**src/rph_pkg.sv**
```systemverilog
// Purpose: shared constants and types of the radio packet handler
// Assumes: 8-bit registers at 16-bit byte addresses
// Notes:   one value per name; the module uses them by full path
package rph_pkg;
    // register addresses
    localparam logic [15:0] ADR_SYNC_HI  = 16'hDF00;
    localparam logic [15:0] ADR_SYNC_LO  = 16'hDF01;
    localparam logic [15:0] ADR_PKT_LEN  = 16'hDF02;
    localparam logic [15:0] ADR_CTRL_UP  = 16'hDF03;
    localparam logic [15:0] ADR_CTRL_LO  = 16'hDF04;
    localparam logic [15:0] ADR_DEV_ADR  = 16'hDF05;
    localparam logic [15:0] ADR_DBG_CFG  = 16'hDF31;
    localparam logic [15:0] ADR_PQ_CNT   = 16'hDF3A;
    localparam logic [15:0] ADR_STATUS   = 16'hDF3B;
    // reset values
    localparam logic [7:0]  RST_SYNC_HI  = 8'hD3;
    localparam logic [7:0]  RST_SYNC_LO  = 8'h91;
    localparam logic [7:0]  RST_PKT_LEN  = 8'hFF;
    localparam logic [7:0]  RST_CTRL_UP  = 8'h04;
    localparam logic [7:0]  RST_CTRL_LO  = 8'h45;
    localparam logic [7:0]  RST_DEV_ADR  = 8'h00;
    localparam logic [7:0]  RST_DBG_CFG  = 8'h00;
    // writable bits; the rest read as zero
    localparam logic [7:0]  MSK_CTRL_UP  = 8'hE7;
    localparam logic [7:0]  MSK_CTRL_LO  = 8'h7F;
    localparam logic [7:0]  MSK_DBG_CFG  = 8'h7F;
    // field positions
    localparam int PQT_MSB   = 7;
    localparam int PQT_LSB   = 5;
    localparam int APPEND_B  = 2;
    localparam int AF_MSB    = 1;
    localparam int AF_LSB    = 0;
    localparam int WHITE_B   = 6;
    localparam int FMT_MSB   = 5;
    localparam int FMT_LSB   = 4;
    localparam int LCRC_B    = 3;
    localparam int CRCEN_B   = 2;
    localparam int LEN_MSB   = 1;
    localparam int LEN_LSB   = 0;
    localparam int DBG_INV_B = 6;
    localparam int DBG_MSB   = 5;
    // field codes
    localparam logic [1:0]  LEN_FIXED    = 2'h0;
    localparam logic [1:0]  LEN_VAR      = 2'h1;
    localparam logic [1:0]  AF_NONE      = 2'h0;
    localparam logic [1:0]  AF_ADDR      = 2'h1;
    localparam logic [1:0]  AF_BC00      = 2'h2;
    localparam logic [1:0]  FMT_RANDOM   = 2'h2;
    localparam logic [7:0]  BCAST_LO     = 8'h00;
    localparam logic [7:0]  BCAST_HI     = 8'hFF;
    // preamble quality arithmetic
    localparam logic [7:0]  PQ_DEC       = 8'h08;
    localparam logic [7:0]  PQ_MAX       = 8'hFF;
    // generators
    localparam logic [8:0]  PN9_SEED     = 9'h1FF;
    localparam logic [15:0] CRC_SEED     = 16'hFFFF;
    localparam logic [15:0] CRC_POLY     = 16'h8005;
    localparam logic [15:0] LCRC_POLY    = 16'h1021;
    // debug signal codes
    localparam logic [5:0]  DBG_PQ_OK    = 6'h00;
    localparam logic [5:0]  DBG_IN_PKT   = 6'h01;
    localparam logic [5:0]  DBG_CRC_OK   = 6'h02;
    localparam logic [5:0]  DBG_RX_BIT   = 6'h03;

    typedef enum logic [5:0] {
        RPH_HUNT = 6'h01,
        RPH_LEN  = 6'h02,
        RPH_ADR  = 6'h04,
        RPH_PAY  = 6'h08,
        RPH_CRC  = 6'h10,
        RPH_STAT = 6'h20
    } rph_state_e;

    typedef struct packed {
        logic [7:0] data;
        logic       valid;
        logic       status;
    } rph_byte_s;
endpackage : rph_pkg

```
**src/rph_core.sv**
```systemverilog
// Purpose: packet handler: sync search, length, address filter,
//          de-whitening, crc check, status append, tx whitening
// Assumes: rx bit and strobe come from another domain
// Notes:   registers on a plain strobe port, read data one cycle later
//
// The implementer's own choice: the address-and-strobe port.
`timescale 1ns/10ps
module rph_core (
    input  wire logic              mclk_i,
    input  wire logic              rst_n_i,
    input  wire logic [15:0]       reg_addr_i,
    input  wire logic [7:0]        reg_wdata_i,
    input  wire logic              reg_wr_i,
    input  wire logic              reg_rd_i,
    output logic [7:0]             reg_rdata_o,
    input  wire logic              rx_bit_i,
    input  wire logic              rx_strobe_i,
    input  wire logic [7:0]        rssi_i,
    input  wire logic [6:0]        lqi_i,
    input  wire logic              tx_start_i,
    input  wire logic              tx_req_i,
    input  wire logic              tx_bit_i,
    output logic                   tx_bit_o,
    output logic [15:0]            tx_crc_o,
    output rph_pkg::rph_byte_s     rx_byte_o,
    output logic                   crc_ok_o,
    output logic                   pkt_done_o,
    output logic                   pkt_abort_o,
    output logic                   debug_port_pin_o
);
    logic [7:0]  sync_hi_q, sync_lo_q, len_lim_q, ctrl_up_q, ctrl_lo_q;
    logic [7:0]  dev_adr_q, dbg_cfg_q;
    logic        rx_bit_m_q, rx_bit_s_q, rx_stb_m_q, rx_stb_s_q, rx_stb_d_q;
    logic        prev_q;
    logic [7:0]  pq_q;
    logic [15:0] sync_sh_q;
    logic [8:0]  pn_q, tx_pn_q;
    logic [15:0] crc_q;
    logic [2:0]  bit_cnt_q;
    logic [6:0]  byte_sh_q;
    logic [7:0]  rem_q;
    logic        crc_cnt_q, st_cnt_q;
    rph_pkg::rph_state_e state_q;

    logic        bit_ev, hunting, pq_ok, sync_hit, db, byte_done, crc_en, apnd;
    logic        fixed_len, white;
    logic [7:0]  byte_val;
    logic [15:0] crc_nx, poly;
    logic [2:0]  preamble_quality_threshold;
    logic [1:0]  af;

    function automatic logic [15:0] crc_step(input logic [15:0] c,
                                             input logic        b,
                                             input logic [15:0] p);
        return {c[14:0], 1'b0} ^ ((c[15] ^ b) ? p : 16'h0000);
    endfunction : crc_step

    function automatic logic [8:0] pn9_step(input logic [8:0] p);
        return {p[0] ^ p[5], p[8:1]};
    endfunction : pn9_step

    function automatic logic addr_pass(input logic [7:0] b,
                                       input logic [7:0] a,
                                       input logic [1:0] m);
        logic ok;
        ok = (b == a);
        if (m == rph_pkg::AF_NONE) begin
            ok = 1'b1;
        end else if (m == rph_pkg::AF_BC00) begin
            ok = ok | (b == rph_pkg::BCAST_LO);
        end else if (m != rph_pkg::AF_ADDR) begin
            ok = ok | (b == rph_pkg::BCAST_LO) | (b == rph_pkg::BCAST_HI);
        end
        return ok;
    endfunction : addr_pass

    assign preamble_quality_threshold       = ctrl_up_q[rph_pkg::PQT_MSB:rph_pkg::PQT_LSB];
    assign apnd      = ctrl_up_q[rph_pkg::APPEND_B];
    assign af        = ctrl_up_q[rph_pkg::AF_MSB:rph_pkg::AF_LSB];
    assign white     = ctrl_lo_q[rph_pkg::WHITE_B];
    assign crc_en    = ctrl_lo_q[rph_pkg::CRCEN_B];
    assign fixed_len = ctrl_lo_q[rph_pkg::LEN_MSB:rph_pkg::LEN_LSB] == rph_pkg::LEN_FIXED;
    // legacy crc shares the seed, only the polynomial differs
    assign poly      = ctrl_lo_q[rph_pkg::LCRC_B] ? rph_pkg::LCRC_POLY : rph_pkg::CRC_POLY;

    // registers
    always_ff @(posedge mclk_i) begin
        if (!rst_n_i) begin
            sync_hi_q <= rph_pkg::RST_SYNC_HI;
            sync_lo_q <= rph_pkg::RST_SYNC_LO;
            len_lim_q <= rph_pkg::RST_PKT_LEN;
            ctrl_up_q <= rph_pkg::RST_CTRL_UP;
            ctrl_lo_q <= rph_pkg::RST_CTRL_LO;
            dev_adr_q <= rph_pkg::RST_DEV_ADR;
            dbg_cfg_q <= rph_pkg::RST_DBG_CFG;
        end else if (reg_wr_i) begin
            unique case (reg_addr_i)
                rph_pkg::ADR_SYNC_HI: sync_hi_q <= reg_wdata_i;
                rph_pkg::ADR_SYNC_LO: sync_lo_q <= reg_wdata_i;
                rph_pkg::ADR_PKT_LEN: len_lim_q <= reg_wdata_i;
                rph_pkg::ADR_CTRL_UP: ctrl_up_q <= reg_wdata_i & rph_pkg::MSK_CTRL_UP;
                rph_pkg::ADR_CTRL_LO: ctrl_lo_q <= reg_wdata_i & rph_pkg::MSK_CTRL_LO;
                rph_pkg::ADR_DEV_ADR: dev_adr_q <= reg_wdata_i;
                rph_pkg::ADR_DBG_CFG: dbg_cfg_q <= reg_wdata_i & rph_pkg::MSK_DBG_CFG;
                default: ;
            endcase
        end
    end

    always_ff @(posedge mclk_i) begin
        if (!rst_n_i) begin
            reg_rdata_o <= 8'h00;
        end else if (reg_rd_i) begin
            unique case (reg_addr_i)
                rph_pkg::ADR_SYNC_HI: reg_rdata_o <= sync_hi_q;
                rph_pkg::ADR_SYNC_LO: reg_rdata_o <= sync_lo_q;
                rph_pkg::ADR_PKT_LEN: reg_rdata_o <= len_lim_q;
                rph_pkg::ADR_CTRL_UP: reg_rdata_o <= ctrl_up_q;
                rph_pkg::ADR_CTRL_LO: reg_rdata_o <= ctrl_lo_q;
                rph_pkg::ADR_DEV_ADR: reg_rdata_o <= dev_adr_q;
                rph_pkg::ADR_DBG_CFG: reg_rdata_o <= dbg_cfg_q;
                rph_pkg::ADR_PQ_CNT:  reg_rdata_o <= pq_q;
                rph_pkg::ADR_STATUS:  reg_rdata_o <= {6'h00, crc_ok_o, ~hunting};
                default:              reg_rdata_o <= 8'h00;
            endcase
        end else begin
            reg_rdata_o <= 8'h00;
        end
    end

    // pin synchronisers; edge detect reads only the second stage onward
    always_ff @(posedge mclk_i) begin
        if (!rst_n_i) begin
            rx_bit_m_q <= 1'b0;
            rx_bit_s_q <= 1'b0;
            rx_stb_m_q <= 1'b0;
            rx_stb_s_q <= 1'b0;
            rx_stb_d_q <= 1'b0;
        end else begin
            rx_bit_m_q <= rx_bit_i;
            rx_bit_s_q <= rx_bit_m_q;
            rx_stb_m_q <= rx_strobe_i;
            rx_stb_s_q <= rx_stb_m_q;
            rx_stb_d_q <= rx_stb_s_q;
        end
    end

    assign bit_ev    = rx_stb_s_q & ~rx_stb_d_q;
    assign hunting   = state_q == rph_pkg::RPH_HUNT;
    assign pq_ok     = (preamble_quality_threshold == 3'h0) || (pq_q >= {3'h0, preamble_quality_threshold, 2'h0});
    assign sync_hit  = bit_ev & hunting & pq_ok &
                       ({sync_sh_q[14:0], rx_bit_s_q} == {sync_hi_q, sync_lo_q});
    assign db        = rx_bit_s_q ^ (white & pn_q[0]);
    assign byte_done = bit_ev & ~hunting & (state_q != rph_pkg::RPH_STAT) &
                       (bit_cnt_q == 3'h7);
    assign byte_val  = {byte_sh_q, db};
    assign crc_nx    = crc_step(crc_q, db, poly);

    // preamble quality and sync shift register
    always_ff @(posedge mclk_i) begin
        if (!rst_n_i) begin
            pq_q      <= 8'h00;
            prev_q    <= 1'b0;
            sync_sh_q <= 16'h0000;
        end else if (!hunting) begin
            pq_q      <= 8'h00;
        end else if (bit_ev) begin
            prev_q    <= rx_bit_s_q;
            sync_sh_q <= {sync_sh_q[14:0], rx_bit_s_q};
            if (rx_bit_s_q != prev_q) begin
                pq_q <= (pq_q == rph_pkg::PQ_MAX) ? pq_q : pq_q + 8'h01;
            end else begin
                // saturate instead of wrapping into a false high quality
                pq_q <= (pq_q < rph_pkg::PQ_DEC) ? 8'h00 : pq_q - rph_pkg::PQ_DEC;
            end
        end
    end

    // de-whitening, byte assembly and crc accumulation
    always_ff @(posedge mclk_i) begin
        if (!rst_n_i) begin
            pn_q      <= rph_pkg::PN9_SEED;
            crc_q     <= rph_pkg::CRC_SEED;
            bit_cnt_q <= 3'h0;
            byte_sh_q <= 7'h00;
        end else if (sync_hit) begin
            pn_q      <= rph_pkg::PN9_SEED;
            crc_q     <= rph_pkg::CRC_SEED;
            bit_cnt_q <= 3'h0;
        end else if (bit_ev && !hunting && state_q != rph_pkg::RPH_STAT) begin
            pn_q      <= pn9_step(pn_q);
            crc_q     <= crc_nx;
            bit_cnt_q <= bit_cnt_q + 3'h1;
            byte_sh_q <= byte_val[6:0];
        end
    end

    // packet sequencer
    always_ff @(posedge mclk_i) begin
        if (!rst_n_i) begin
            state_q     <= rph_pkg::RPH_HUNT;
            rem_q       <= 8'h00;
            crc_cnt_q   <= 1'b0;
            st_cnt_q    <= 1'b0;
            crc_ok_o    <= 1'b0;
            pkt_done_o  <= 1'b0;
            pkt_abort_o <= 1'b0;
            rx_byte_o   <= '0;
        end else begin
            pkt_done_o      <= 1'b0;
            pkt_abort_o     <= 1'b0;
            rx_byte_o.valid <= 1'b0;
            unique case (state_q)
                rph_pkg::RPH_HUNT: begin
                    crc_cnt_q <= 1'b0;
                    st_cnt_q  <= 1'b0;
                    if (sync_hit && !fixed_len) begin
                        state_q <= rph_pkg::RPH_LEN;
                    end else if (sync_hit && len_lim_q != 8'h00) begin
                        rem_q   <= len_lim_q;
                        state_q <= (af != rph_pkg::AF_NONE) ? rph_pkg::RPH_ADR
                                                              : rph_pkg::RPH_PAY;
                    end
                end
                rph_pkg::RPH_LEN: begin
                    if (byte_done) begin
                        rx_byte_o <= '{data: byte_val, valid: 1'b1, status: 1'b0};
                        rem_q     <= byte_val;
                        if (byte_val == 8'h00 || byte_val > len_lim_q) begin
                            state_q     <= rph_pkg::RPH_HUNT;
                            pkt_abort_o <= 1'b1;
                        end else begin
                            state_q <= (af != rph_pkg::AF_NONE) ? rph_pkg::RPH_ADR
                                                                  : rph_pkg::RPH_PAY;
                        end
                    end
                end
                rph_pkg::RPH_ADR, rph_pkg::RPH_PAY: begin
                    if (byte_done) begin
                        rx_byte_o <= '{data: byte_val, valid: 1'b1, status: 1'b0};
                        rem_q     <= rem_q - 8'h01;
                        if (state_q == rph_pkg::RPH_ADR &&
                            !addr_pass(byte_val, dev_adr_q, af)) begin
                            state_q     <= rph_pkg::RPH_HUNT;
                            pkt_abort_o <= 1'b1;
                        end else if (rem_q != 8'h01) begin
                            state_q <= rph_pkg::RPH_PAY;
                        end else if (crc_en) begin
                            state_q <= rph_pkg::RPH_CRC;
                        end else begin
                            crc_ok_o <= 1'b0;
                            state_q  <= apnd ? rph_pkg::RPH_STAT : rph_pkg::RPH_HUNT;
                            pkt_done_o <= ~apnd;
                        end
                    end
                end
                rph_pkg::RPH_CRC: begin
                    if (byte_done) begin
                        crc_cnt_q <= 1'b1;
                        if (crc_cnt_q) begin
                            crc_ok_o   <= crc_nx == 16'h0000;
                            state_q    <= apnd ? rph_pkg::RPH_STAT : rph_pkg::RPH_HUNT;
                            pkt_done_o <= ~apnd;
                        end
                    end
                end
                rph_pkg::RPH_STAT: begin
                    // two status bytes in consecutive cycles, no bit timing
                    st_cnt_q <= 1'b1;
                    if (!st_cnt_q) begin
                        rx_byte_o <= '{data: rssi_i, valid: 1'b1, status: 1'b1};
                    end else begin
                        rx_byte_o  <= '{data: {crc_ok_o, lqi_i}, valid: 1'b1,
                                        status: 1'b1};
                        state_q    <= rph_pkg::RPH_HUNT;
                        pkt_done_o <= 1'b1;
                    end
                end
            endcase
        end
    end

    // transmit: whitening, test pattern, crc over raw data
    always_ff @(posedge mclk_i) begin
        if (!rst_n_i) begin
            tx_pn_q  <= rph_pkg::PN9_SEED;
            tx_crc_o <= rph_pkg::CRC_SEED;
            tx_bit_o <= 1'b0;
        end else if (tx_start_i) begin
            tx_pn_q  <= rph_pkg::PN9_SEED;
            tx_crc_o <= rph_pkg::CRC_SEED;
        end else if (tx_req_i) begin
            tx_pn_q <= pn9_step(tx_pn_q);
            if (ctrl_lo_q[rph_pkg::FMT_MSB:rph_pkg::FMT_LSB] == rph_pkg::FMT_RANDOM) begin
                tx_bit_o <= tx_pn_q[0];
            end else begin
                // reserved formats behave as normal
                tx_bit_o <= tx_bit_i ^ (white & tx_pn_q[0]);
            end
            if (crc_en) begin
                tx_crc_o <= crc_step(tx_crc_o, tx_bit_i, poly);
            end
        end
    end

    // debug pin
    always_ff @(posedge mclk_i) begin
        if (!rst_n_i) begin
            debug_port_pin_o <= 1'b0;
        end else begin
            unique case (dbg_cfg_q[rph_pkg::DBG_MSB:0])
                rph_pkg::DBG_PQ_OK:  debug_port_pin_o <= pq_ok ^ dbg_cfg_q[rph_pkg::DBG_INV_B];
                rph_pkg::DBG_IN_PKT: debug_port_pin_o <= ~hunting ^ dbg_cfg_q[rph_pkg::DBG_INV_B];
                rph_pkg::DBG_CRC_OK: debug_port_pin_o <= crc_ok_o ^ dbg_cfg_q[rph_pkg::DBG_INV_B];
                rph_pkg::DBG_RX_BIT: debug_port_pin_o <= rx_bit_s_q ^
                                                         dbg_cfg_q[rph_pkg::DBG_INV_B];
                default:             debug_port_pin_o <= dbg_cfg_q[rph_pkg::DBG_INV_B];
            endcase
        end
    end
endmodule : rph_core

```
**config.mk**
```make
export PLATFORM = sky130hd
export DESIGN_NAME = rph_core
export DESIGN_NICKNAME = d
export VERILOG_FILES = /design/src/rph_pkg.sv /design/src/rph_core.sv
export SDC_FILE = /design/constraint.sdc
export NUM_CORES = 1
export LEC_CHECK = 0
export ABC_AREA = 1
export BUFFER_PORTS_ARGS = -buffer_cell sky130_fd_sc_hd__buf_2
export CAP_MARGIN = 25
export CORE_MARGIN = 2
export CORE_UTILIZATION = 42
export DETAILED_ROUTE_END_ITERATION = 6
export SLEW_MARGIN = 20
export SYNTH_ARGS = -nofsm -noshare
export SYNTH_HDL_FRONTEND = slang
export SYNTH_SLANG_ARGS = --single-unit
```
**constraint.sdc**
```tcl
create_clock -name mclk_i -period 2.2 [get_ports mclk_i]
set_clock_uncertainty 0.05 [all_clocks]
set_input_delay 0.33 -clock mclk_i [delete_from_list [all_inputs] [get_ports mclk_i]]
set_output_delay 0.33 -clock mclk_i [all_outputs]
set_load 0.01 [all_outputs]
```
==> results of run 1 <==
timing repair:
item                       in CTS  in global routing
setup endpoints to repair       0                 38
buffers inserted                0                  1
hold endpoints to repair        0                  0
gates resized for setup         0                  5
hold buffers                    0                  0
stage by stage:
stage	hold slack (ns)	area (µm²)	util (%)
after floorplan	0.340	8850	-
after global placement	0.351	9920	47.7
after detailed placement	0.350	9920	47.7
after CTS	0.0214	10600	50.7
after global routing	0.0230	10600	50.8
final	0.0348	10600	50.8
kinds of logic (layout without fill, tap and decap cells):
logic type / Yosys count / after routing
buf+inv: 200 / 336
flops: 179 / 179
xor+xnor: 25 / 25
compound gates: 271 / 271
simple gates: 566 / 566
fa+ha+maj: 18 / 18
flip-flops by register name (all words and copies together) (netlist names), 8 cells and up:
name,flops
crc_q,16
tx_crc_o,16
sync_sh_q,15
rx_byte_o,10
pn_q,9
tx_pn_q,9
dev_adr_q,8
len_lim_q,8
pq_q,8
reg_rdata_o,8
rem_q,8
sync_hi_q,8
sync_lo_q,8
area by class of cell:
| cell class | count | area, µm² |
|---|---|---|
| clock buffers | 18 | 439 |
| clock inverters | 14 | 198 |
| fillers | 2108 | 10200 |
| inverters | 160 | 601 |
| multi-input cells | 880 | 4520 |
| flip-flops and latches | 179 | 3580 |
| well taps | 275 | 344 |
| repair buffers | 144 | 906 |
power by group through the flow:
stage               Combinational, W  Clock, W  Sequential (W)
floorplan                    0.00133         0         0.00368
global placement             0.00194         0         0.00371
detailed placement           0.00195         0         0.00371
CTS                          0.00196   0.00336         0.00363
global route                 0.00224   0.00350         0.00367
finish                       0.00198   0.00331         0.00364
how the worst min path moves through the flow:
stage / cells after the start / to / slack (ns)
2_1_floorplan: 2 / rx_bit_s_q$_SDFF_PN0_ / 0.34
3_3_place_gp: 2 / rx_stb_s_q$_SDFF_PN0_ / 0.35
3_5_place_dp: 2 / rx_stb_s_q$_SDFF_PN0_ / 0.35
4_1_cts: 3 / rx_bit_m_q$_SDFF_PN0_ / 0.02
5_1_grt: 3 / rx_bit_m_q$_SDFF_PN0_ / 0.02
6_report: 3 / rx_bit_m_q$_SDFF_PN0_ / 0.03
Yosys cell counts (4+ instances only):
cell type / n
nand2_1: 309
dfxtp_1: 179
inv_1: 144
a21oi_1: 101
nor2_1: 99
nand3_1: 87
o21ai_0: 77
o211ai_1: 47
clkbuf_1: 25
nand4_1: 20
ha_1: 18
inv_2: 15
nor3_1: 15
xnor2_1: 15
o22ai_1: 11
buf_2: 10
xor2_1: 10
o21ai_1: 9
a31oi_1: 7
nor2_2: 5
nor2_4: 5
nor4_1: 5
or2_2: 5
buf_1: 4
o221ai_1: 4
layer usage:
layer	global-route usage (%)	vias to the layer above	routed length (µm)	part of all wire (%)
met5	0	-	0	0
met4	8.52	0	564	2.2
met3	3.70	31	1560	6.0
met1	33.4	3952	12200	47
met2	37.9	266	11900	45
li1	-	4423	-	-
worst register-to-register path, stage by stage, from the launching register on:
cell and delay (ns):
dfxtp_1 0.34, inv_1 0.07, ha_1 0.19, nor2_1 0.08, nand2_1 0.06, nor2_1 0.31, a21oi_1 0.15, nand3_1 0.27
nand2_1 0.11, inv_2 0.14, nand4_1 0.11, nand2_1 0.07, nor2_1 0.04
==> impl_metrics.csv, run 1 <==
group,metric,value,unit
finish,fin_nets,1448,
pwr,p_leak,5.04,nW
pwr,power,0.00892,W
detailed_routing,totalWireLength,26200,µm
critical_path,required,2.49,ns
critical_path,path_max_fanout,8,
synth,yosys.area_share.simple,28.2,%
floorplan,start_util,42.5,%
floorplan,fp-row-count,53,
timing,fmax,484,MHz
clock_network,clkTransAtPathRegs,0.07,ns
critical_path,crit_chain,"inv_1 > ha_1 > nor2_1 > nand2_1 > nor2_1 > a21oi_1 > nand3_1 > nand2_1 > inv_2 > nand4_1 > nand2_1 > nor2_1",
critical_path,max_stage_delay,0.34,ns
floorplan,die-width,149,µm
synth,synth_compound_area_share,17.6,%
synth,synth_fp_nets,1325,
synth,synth_area_leaders,"dfxtp_1 (41%), nand2_1 (13%), inv_1 (6.1%)",
detailed_routing,drtPass1Iterations,7,
timing,setup_viol,0,
placement,place.port_buffers,86,
detailed_routing,drc_errors,0,
critical_path,cp_num_cells,12,
critical_path,r2r-start,"ctrl_up_q[7]$_SDFFE_PN0P_",
timing,hold_violations,0,
critical_path,path_buf_inv,2,
timing,tightest_slew,0.483,ns
job,drv_cap,0,
detailed_routing,drt_iter0_markers,625,
synth,ys_ff_latch,179,
pwr,power.share.sequential,40.7,%
clock_network,clockBufferDepth,2,
synth,ys_async_sr_fraction,0,%
global_routing,grt_max_degree,87,
synth,synthAdderAreaFrac,2.55,%
critical_path,crit_start,"ctrl_up_q[7]$_SDFFE_PN0P_",
clock_network,cts_tree,"yes",
finish,final_cells,1670,
finish,layout_common_cells,"nand2_1 (308), dfxtp_1 (178), inv_1 (144)",
synth,yosys.area.top_type,"dfxtp_1",
synth,synth_xor_area_share,2.47,%
synth,ys.flop_type,"dfxtp_1",
global_routing,antenna_found_initial,0,
finish,layout-area-overhead-vs-synth,19.7,%
critical_path,arrival,2.35,ns
pwr,switching_share,31.5,%
clock_network,clock_sinks,179,
critical_path,path_class,"flip-flop to flip-flop",
floorplan,fp.coreArea,20800,µm²
detailed_routing,ant_nets,0,
pwr,p_clk_share,37.1,%
critical_path,regToRegEndpoint,"rem_q[4]$_SDFFE_PN0P_",
timing,timing.final.crit_share,94.0,%
clock_network,cts.root.buffer_cell,"clkbuf_16",
pwr,vdd_drop_max,0.000540,V
finish,antenna_cells,0,
critical_path,cpMaxStageDelayCell,"dfxtp_1",
timing,final_max_slew_viol_count,0,
critical_path,path_delay_family,"simple AND/OR/NAND/NOR gates",
clock_network,cts_made_buffers,17,
timing,rsz0062_at_grt,"false",
synth,synth.distinct_cells,45,
placement,gp_congestion,0.966,
global_routing,overflow,0,
detailed_routing,vias,8672,
floorplan,die_h,149,µm
floorplan,ios,87,
synth,muxShareOfSynthArea,0,%
global_routing,grt_first_pass_wirelength,41600,µm
min_path,worstHoldStart,"rx_bit_i",
critical_path,crit_path_end_kind,"flip-flop",
synth,synthCells,1259,
floorplan,dieArea,22200,µm²
pwr,power.switching,0.00281,W
detailed_routing,vias_per_cell,5.19,
synth,yosysSeqAreaShare,40.5,%
timing,finalSetupTns,0,ns
critical_path,crit_end,"rem_q[4]$_SDFFE_PN0P_",
synth,yosys.area.top_type_share,40.5,%
clock_network,insertion_delay,0.43,ns
critical_path,reg2reg_slack,0.13,ns
min_path,hold_class,"input pin to flip-flop",
pwr,p_comb_share,22.1,%
global_routing,grt_usage,24.0,%
placement,dp_slack,0.0278,ns
detailed_routing,post_drt_wl_per_cell,15.7,µm
pwr,p_int,0.00611,W
placement,dp_hpwl,19700,µm
placement,dp_cells,1637,
timing,relSlewSlack,67.8,%
synth,synth_edf_count,0,
run_status,status,"finished, final reports clean",
critical_path,worstRegToRegCells,12,
synth,synth_top_family_by_area,"simple AND/OR/NAND/NOR gates",
synth,syn_avg_cell_area,7.03,µm²
synth,syn_area,8850,µm²
clock_network,cts_max_level,4,
pwr,power-per-cell-area,843,nW/µm²
timing,setup_ws,0.132,ns
finish,final_common_cell,"nand2_1",
timing,finalCriticalPeriod,2.07,ns
global_routing,first_global_vias,7890,
synth,yosysWarnings,0,
finish,drive_above_1_share,16.0,%
critical_path,start_kind,"flip-flop",
Note: power is estimated with default switching activity, not from simulation.
==> inputs of run 2 (changes only) <==
Settings changed: CORE_MARGIN 2 to 3, RECOVER_POWER set to 100, SLEW_MARGIN 20 to unset.
==> run 2 against run 1 <==
Net effect:
- non-clock buffer count shrank 1
- power down 1.3%
- maximum frequency grew 0.72%
- die area up 2.7%
- largest power group unchanged
==> impl_metrics.csv, run 2 (same netlist as run 1, synthesis figures left out) <==
group,metric,value,unit
finish,fillers,2086,
job,drv_cap,0,
pwr,power,0.00881,W
detailed_routing,drtPass1Iterations,7,
detailed_routing,ant_nets,0,
global_routing,first_global_vias,7793,
finish,multi_input_area,4490,µm²
clock_network,clockBufferDepth,2,
clock_network,cts_max_level,4,
timing,setup_viol,0,
pwr,p_comb_share,22.0,%
clock_network,cts_setup_buffers,0,
clock_network,cts.root.buffer_cell,"clkbuf_16",
timing,timing.final.crit_share,93.3,%
clock_network,clkTransAtPathRegs,0.07,ns
floorplan,die-width,151,µm
critical_path,reg2reg_slack,0.15,ns
critical_path,regToRegEndpoint,"state_q[3]$_SDFFE_PN0P_",
finish,final_common_cell,"nand2_1",
critical_path,crit_path_end_kind,"flip-flop",
critical_path,r2r-start,"state_q[2]$_SDFFE_PN0P_",
floorplan,ios,87,
global_routing,antenna_found_initial,0,
placement,dp_slack,0.00879,ns
floorplan,start_util,43.2,%
pwr,p_int,0.00596,W
critical_path,path_class,"flip-flop to flip-flop",
critical_path,worstRegToRegCells,10,
finish,fin_nets,1447,
min_path,worstHoldStart,"rx_bit_i",
floorplan,fp-row-count,52,
clock_network,insertion_delay,0.43,ns
floorplan,fp.coreArea,20500,µm²
finish,antenna_cells,0,
timing,rsz0062_at_grt,"false",
placement,dp_hpwl,19900,µm
pwr,p_leak,4.85,nW
critical_path,start_kind,"flip-flop",
timing,relSlewSlack,28.5,%
pwr,vdd_drop_max,0.000502,V
pwr,power.switching,0.00285,W
timing,setup_ws,0.147,ns
timing,hold_slack,0.0360,ns
pwr,switching_share,32.3,%
finish,top_regs,"crc_q x16, tx_crc_o x16, sync_sh_q x15",
critical_path,arrival,2.32,ns
timing,finalCriticalPeriod,2.05,ns
placement,gp_congestion,0.947,
finish,layout-area-overhead-vs-synth,17.8,%
min_path,worstHoldPathCells,3,
finish,drive_above_1_share,11.8,%
pwr,power-per-cell-area,845,nW/µm²
clock_network,clock_sinks,179,
min_path,min_to,"rx_bit_m_q$_SDFF_PN0_",
finish,layout_common_cells,"nand2_1 (309), dfxtp_1 (179), inv_1 (148)",
global_routing,overflow,0,
min_path,hold_class,"input pin to flip-flop",
global_routing,grt_usage,23.6,%
detailed_routing,drt_iter0_markers,697,
floorplan,die_h,151,µm
critical_path,required,2.47,ns
run_status,status,"finished, final reports clean",
finish,utilization,50.9,%
timing,tightest_slew,1.07,ns
floorplan,dieArea,22800,µm²
clock_network,cts_made_buffers,17,
pwr,p_clk_share,36.7,%
critical_path,path_max_fanout,5,
detailed_routing,vias_per_cell,5.21,
timing,fmax,487,MHz
placement,place.port_buffers,86,
detailed_routing,post_drt_wl_per_cell,16.0,µm
pwr,power.share.sequential,41.3,%
timing,final_max_slew_viol_count,0,
timing,hold_violations,0,
global_routing,grt_first_pass_wirelength,42200,µm
detailed_routing,drc_errors,0,
finish,seq_area,3580,µm²
detailed_routing,totalWireLength,26600,µm
detailed_routing,vias,8665,
global_routing,grt_max_degree,82,
clock_network,cts_tree,"yes",
==> run 2: cell types whose count changed in the layout (fill, tap and decap cells not counted), moves of 2 or more <==
| cell | delta |
|---|---|
| clkinv_2 | -2 |
| nor2_4 | -2 |
| clkbuf_2 | +2 |
| buf_2 | -38 |
| clkbuf_1 | +49 |
| inv_1 | +4 |
| buf_4 | -13 |
| nor2_1 | +2 |
| clkinvlp_4 | +3 |
| inv_8 | +3 |
| inv_2 | -5 |
==> run 2: worst max-delay path by stage <==
stage	from	end	cells after the start
4_1_cts	pq_q[2]$_SDFFE_PN0P_	state_q[3]$_SDFFE_PN0P_	13
6_report	state_q[2]$_SDFFE_PN0P_	state_q[3]$_SDFFE_PN0P_	10
5_1_grt	pq_q[2]$_SDFFE_PN0P_	rem_q[7]$_SDFFE_PN0P_	14
3_5_place_dp	reg_addr_i[7]	reg_rdata_o[5]$_SDFF_PN0_	10
3_3_place_gp	reg_addr_i[13]	reg_rdata_o[5]$_SDFF_PN0_	10
2_1_floorplan	pq_q[2]$_SDFFE_PN0P_	state_q[2]$_SDFFE_PN0P_	13
==> run 2: power by group through the flow <==
stage | registers (W) | clock network (W) | logic (W)
4_1_cts | 0.00364 | 0.00330 | 0.00197
3_5_place_dp | 0.00371 | 0 | 0.00196
5_1_grt | 0.00367 | 0.00342 | 0.00221
2_1_floorplan | 0.00368 | 0 | 0.00133
6_report | 0.00364 | 0.00324 | 0.00194
3_3_place_gp | 0.00371 | 0 | 0.00194
==> run 2: timing repair <==
item | CTS | global route
hold buffers | 0 | 0
gates resized for setup | 0 | 3
setup endpoints to repair | 0 | 13
==> run 2: through the flow <==
stage,setup TNS (ns),cells,area [µm²]
after CTS,0,1664,10500
after global routing,0,1664,10400
after floorplan,0,1259,8850
final,0,1664,10400
after global placement,-0.00565,1632,9910
after detailed placement,0,1632,9910
==> run 2: critical path: stages (launching register included) <==
cell and delay (ns):
dfxtp_1 0.35, nor2_4 0.18, nand3_4 0.17, nor2_4 0.16, nand3_2 0.09, nor2_2 0.25, nand3_1 0.19, nand3_1 0.21
nand2_2 0.12, nor2_1 0.12, nor2_1 0.05
==> run 2: routing by layer <==
metal,share of wire [%],track usage [%],vias up
met4,1.5,5.76,0
li1,-,-,4416
met3,5.9,4.22,27
met2,45,37.4,268
met5,0,0,-
met1,48,33.5,3954
==> run 2: area by class of cell <==
| class | instances | area share [%] |
|---|---|---|
| clock buffer | 17 | 4.08 |
| clock inverter | 15 | 1.88 |
| inverter | 160 | 5.76 |
| multi-input combinational | 880 | 43.1 |
| sequential | 179 | 34.4 |
| tap | 270 | 3.24 |
| timing repair buffer | 143 | 7.60 |
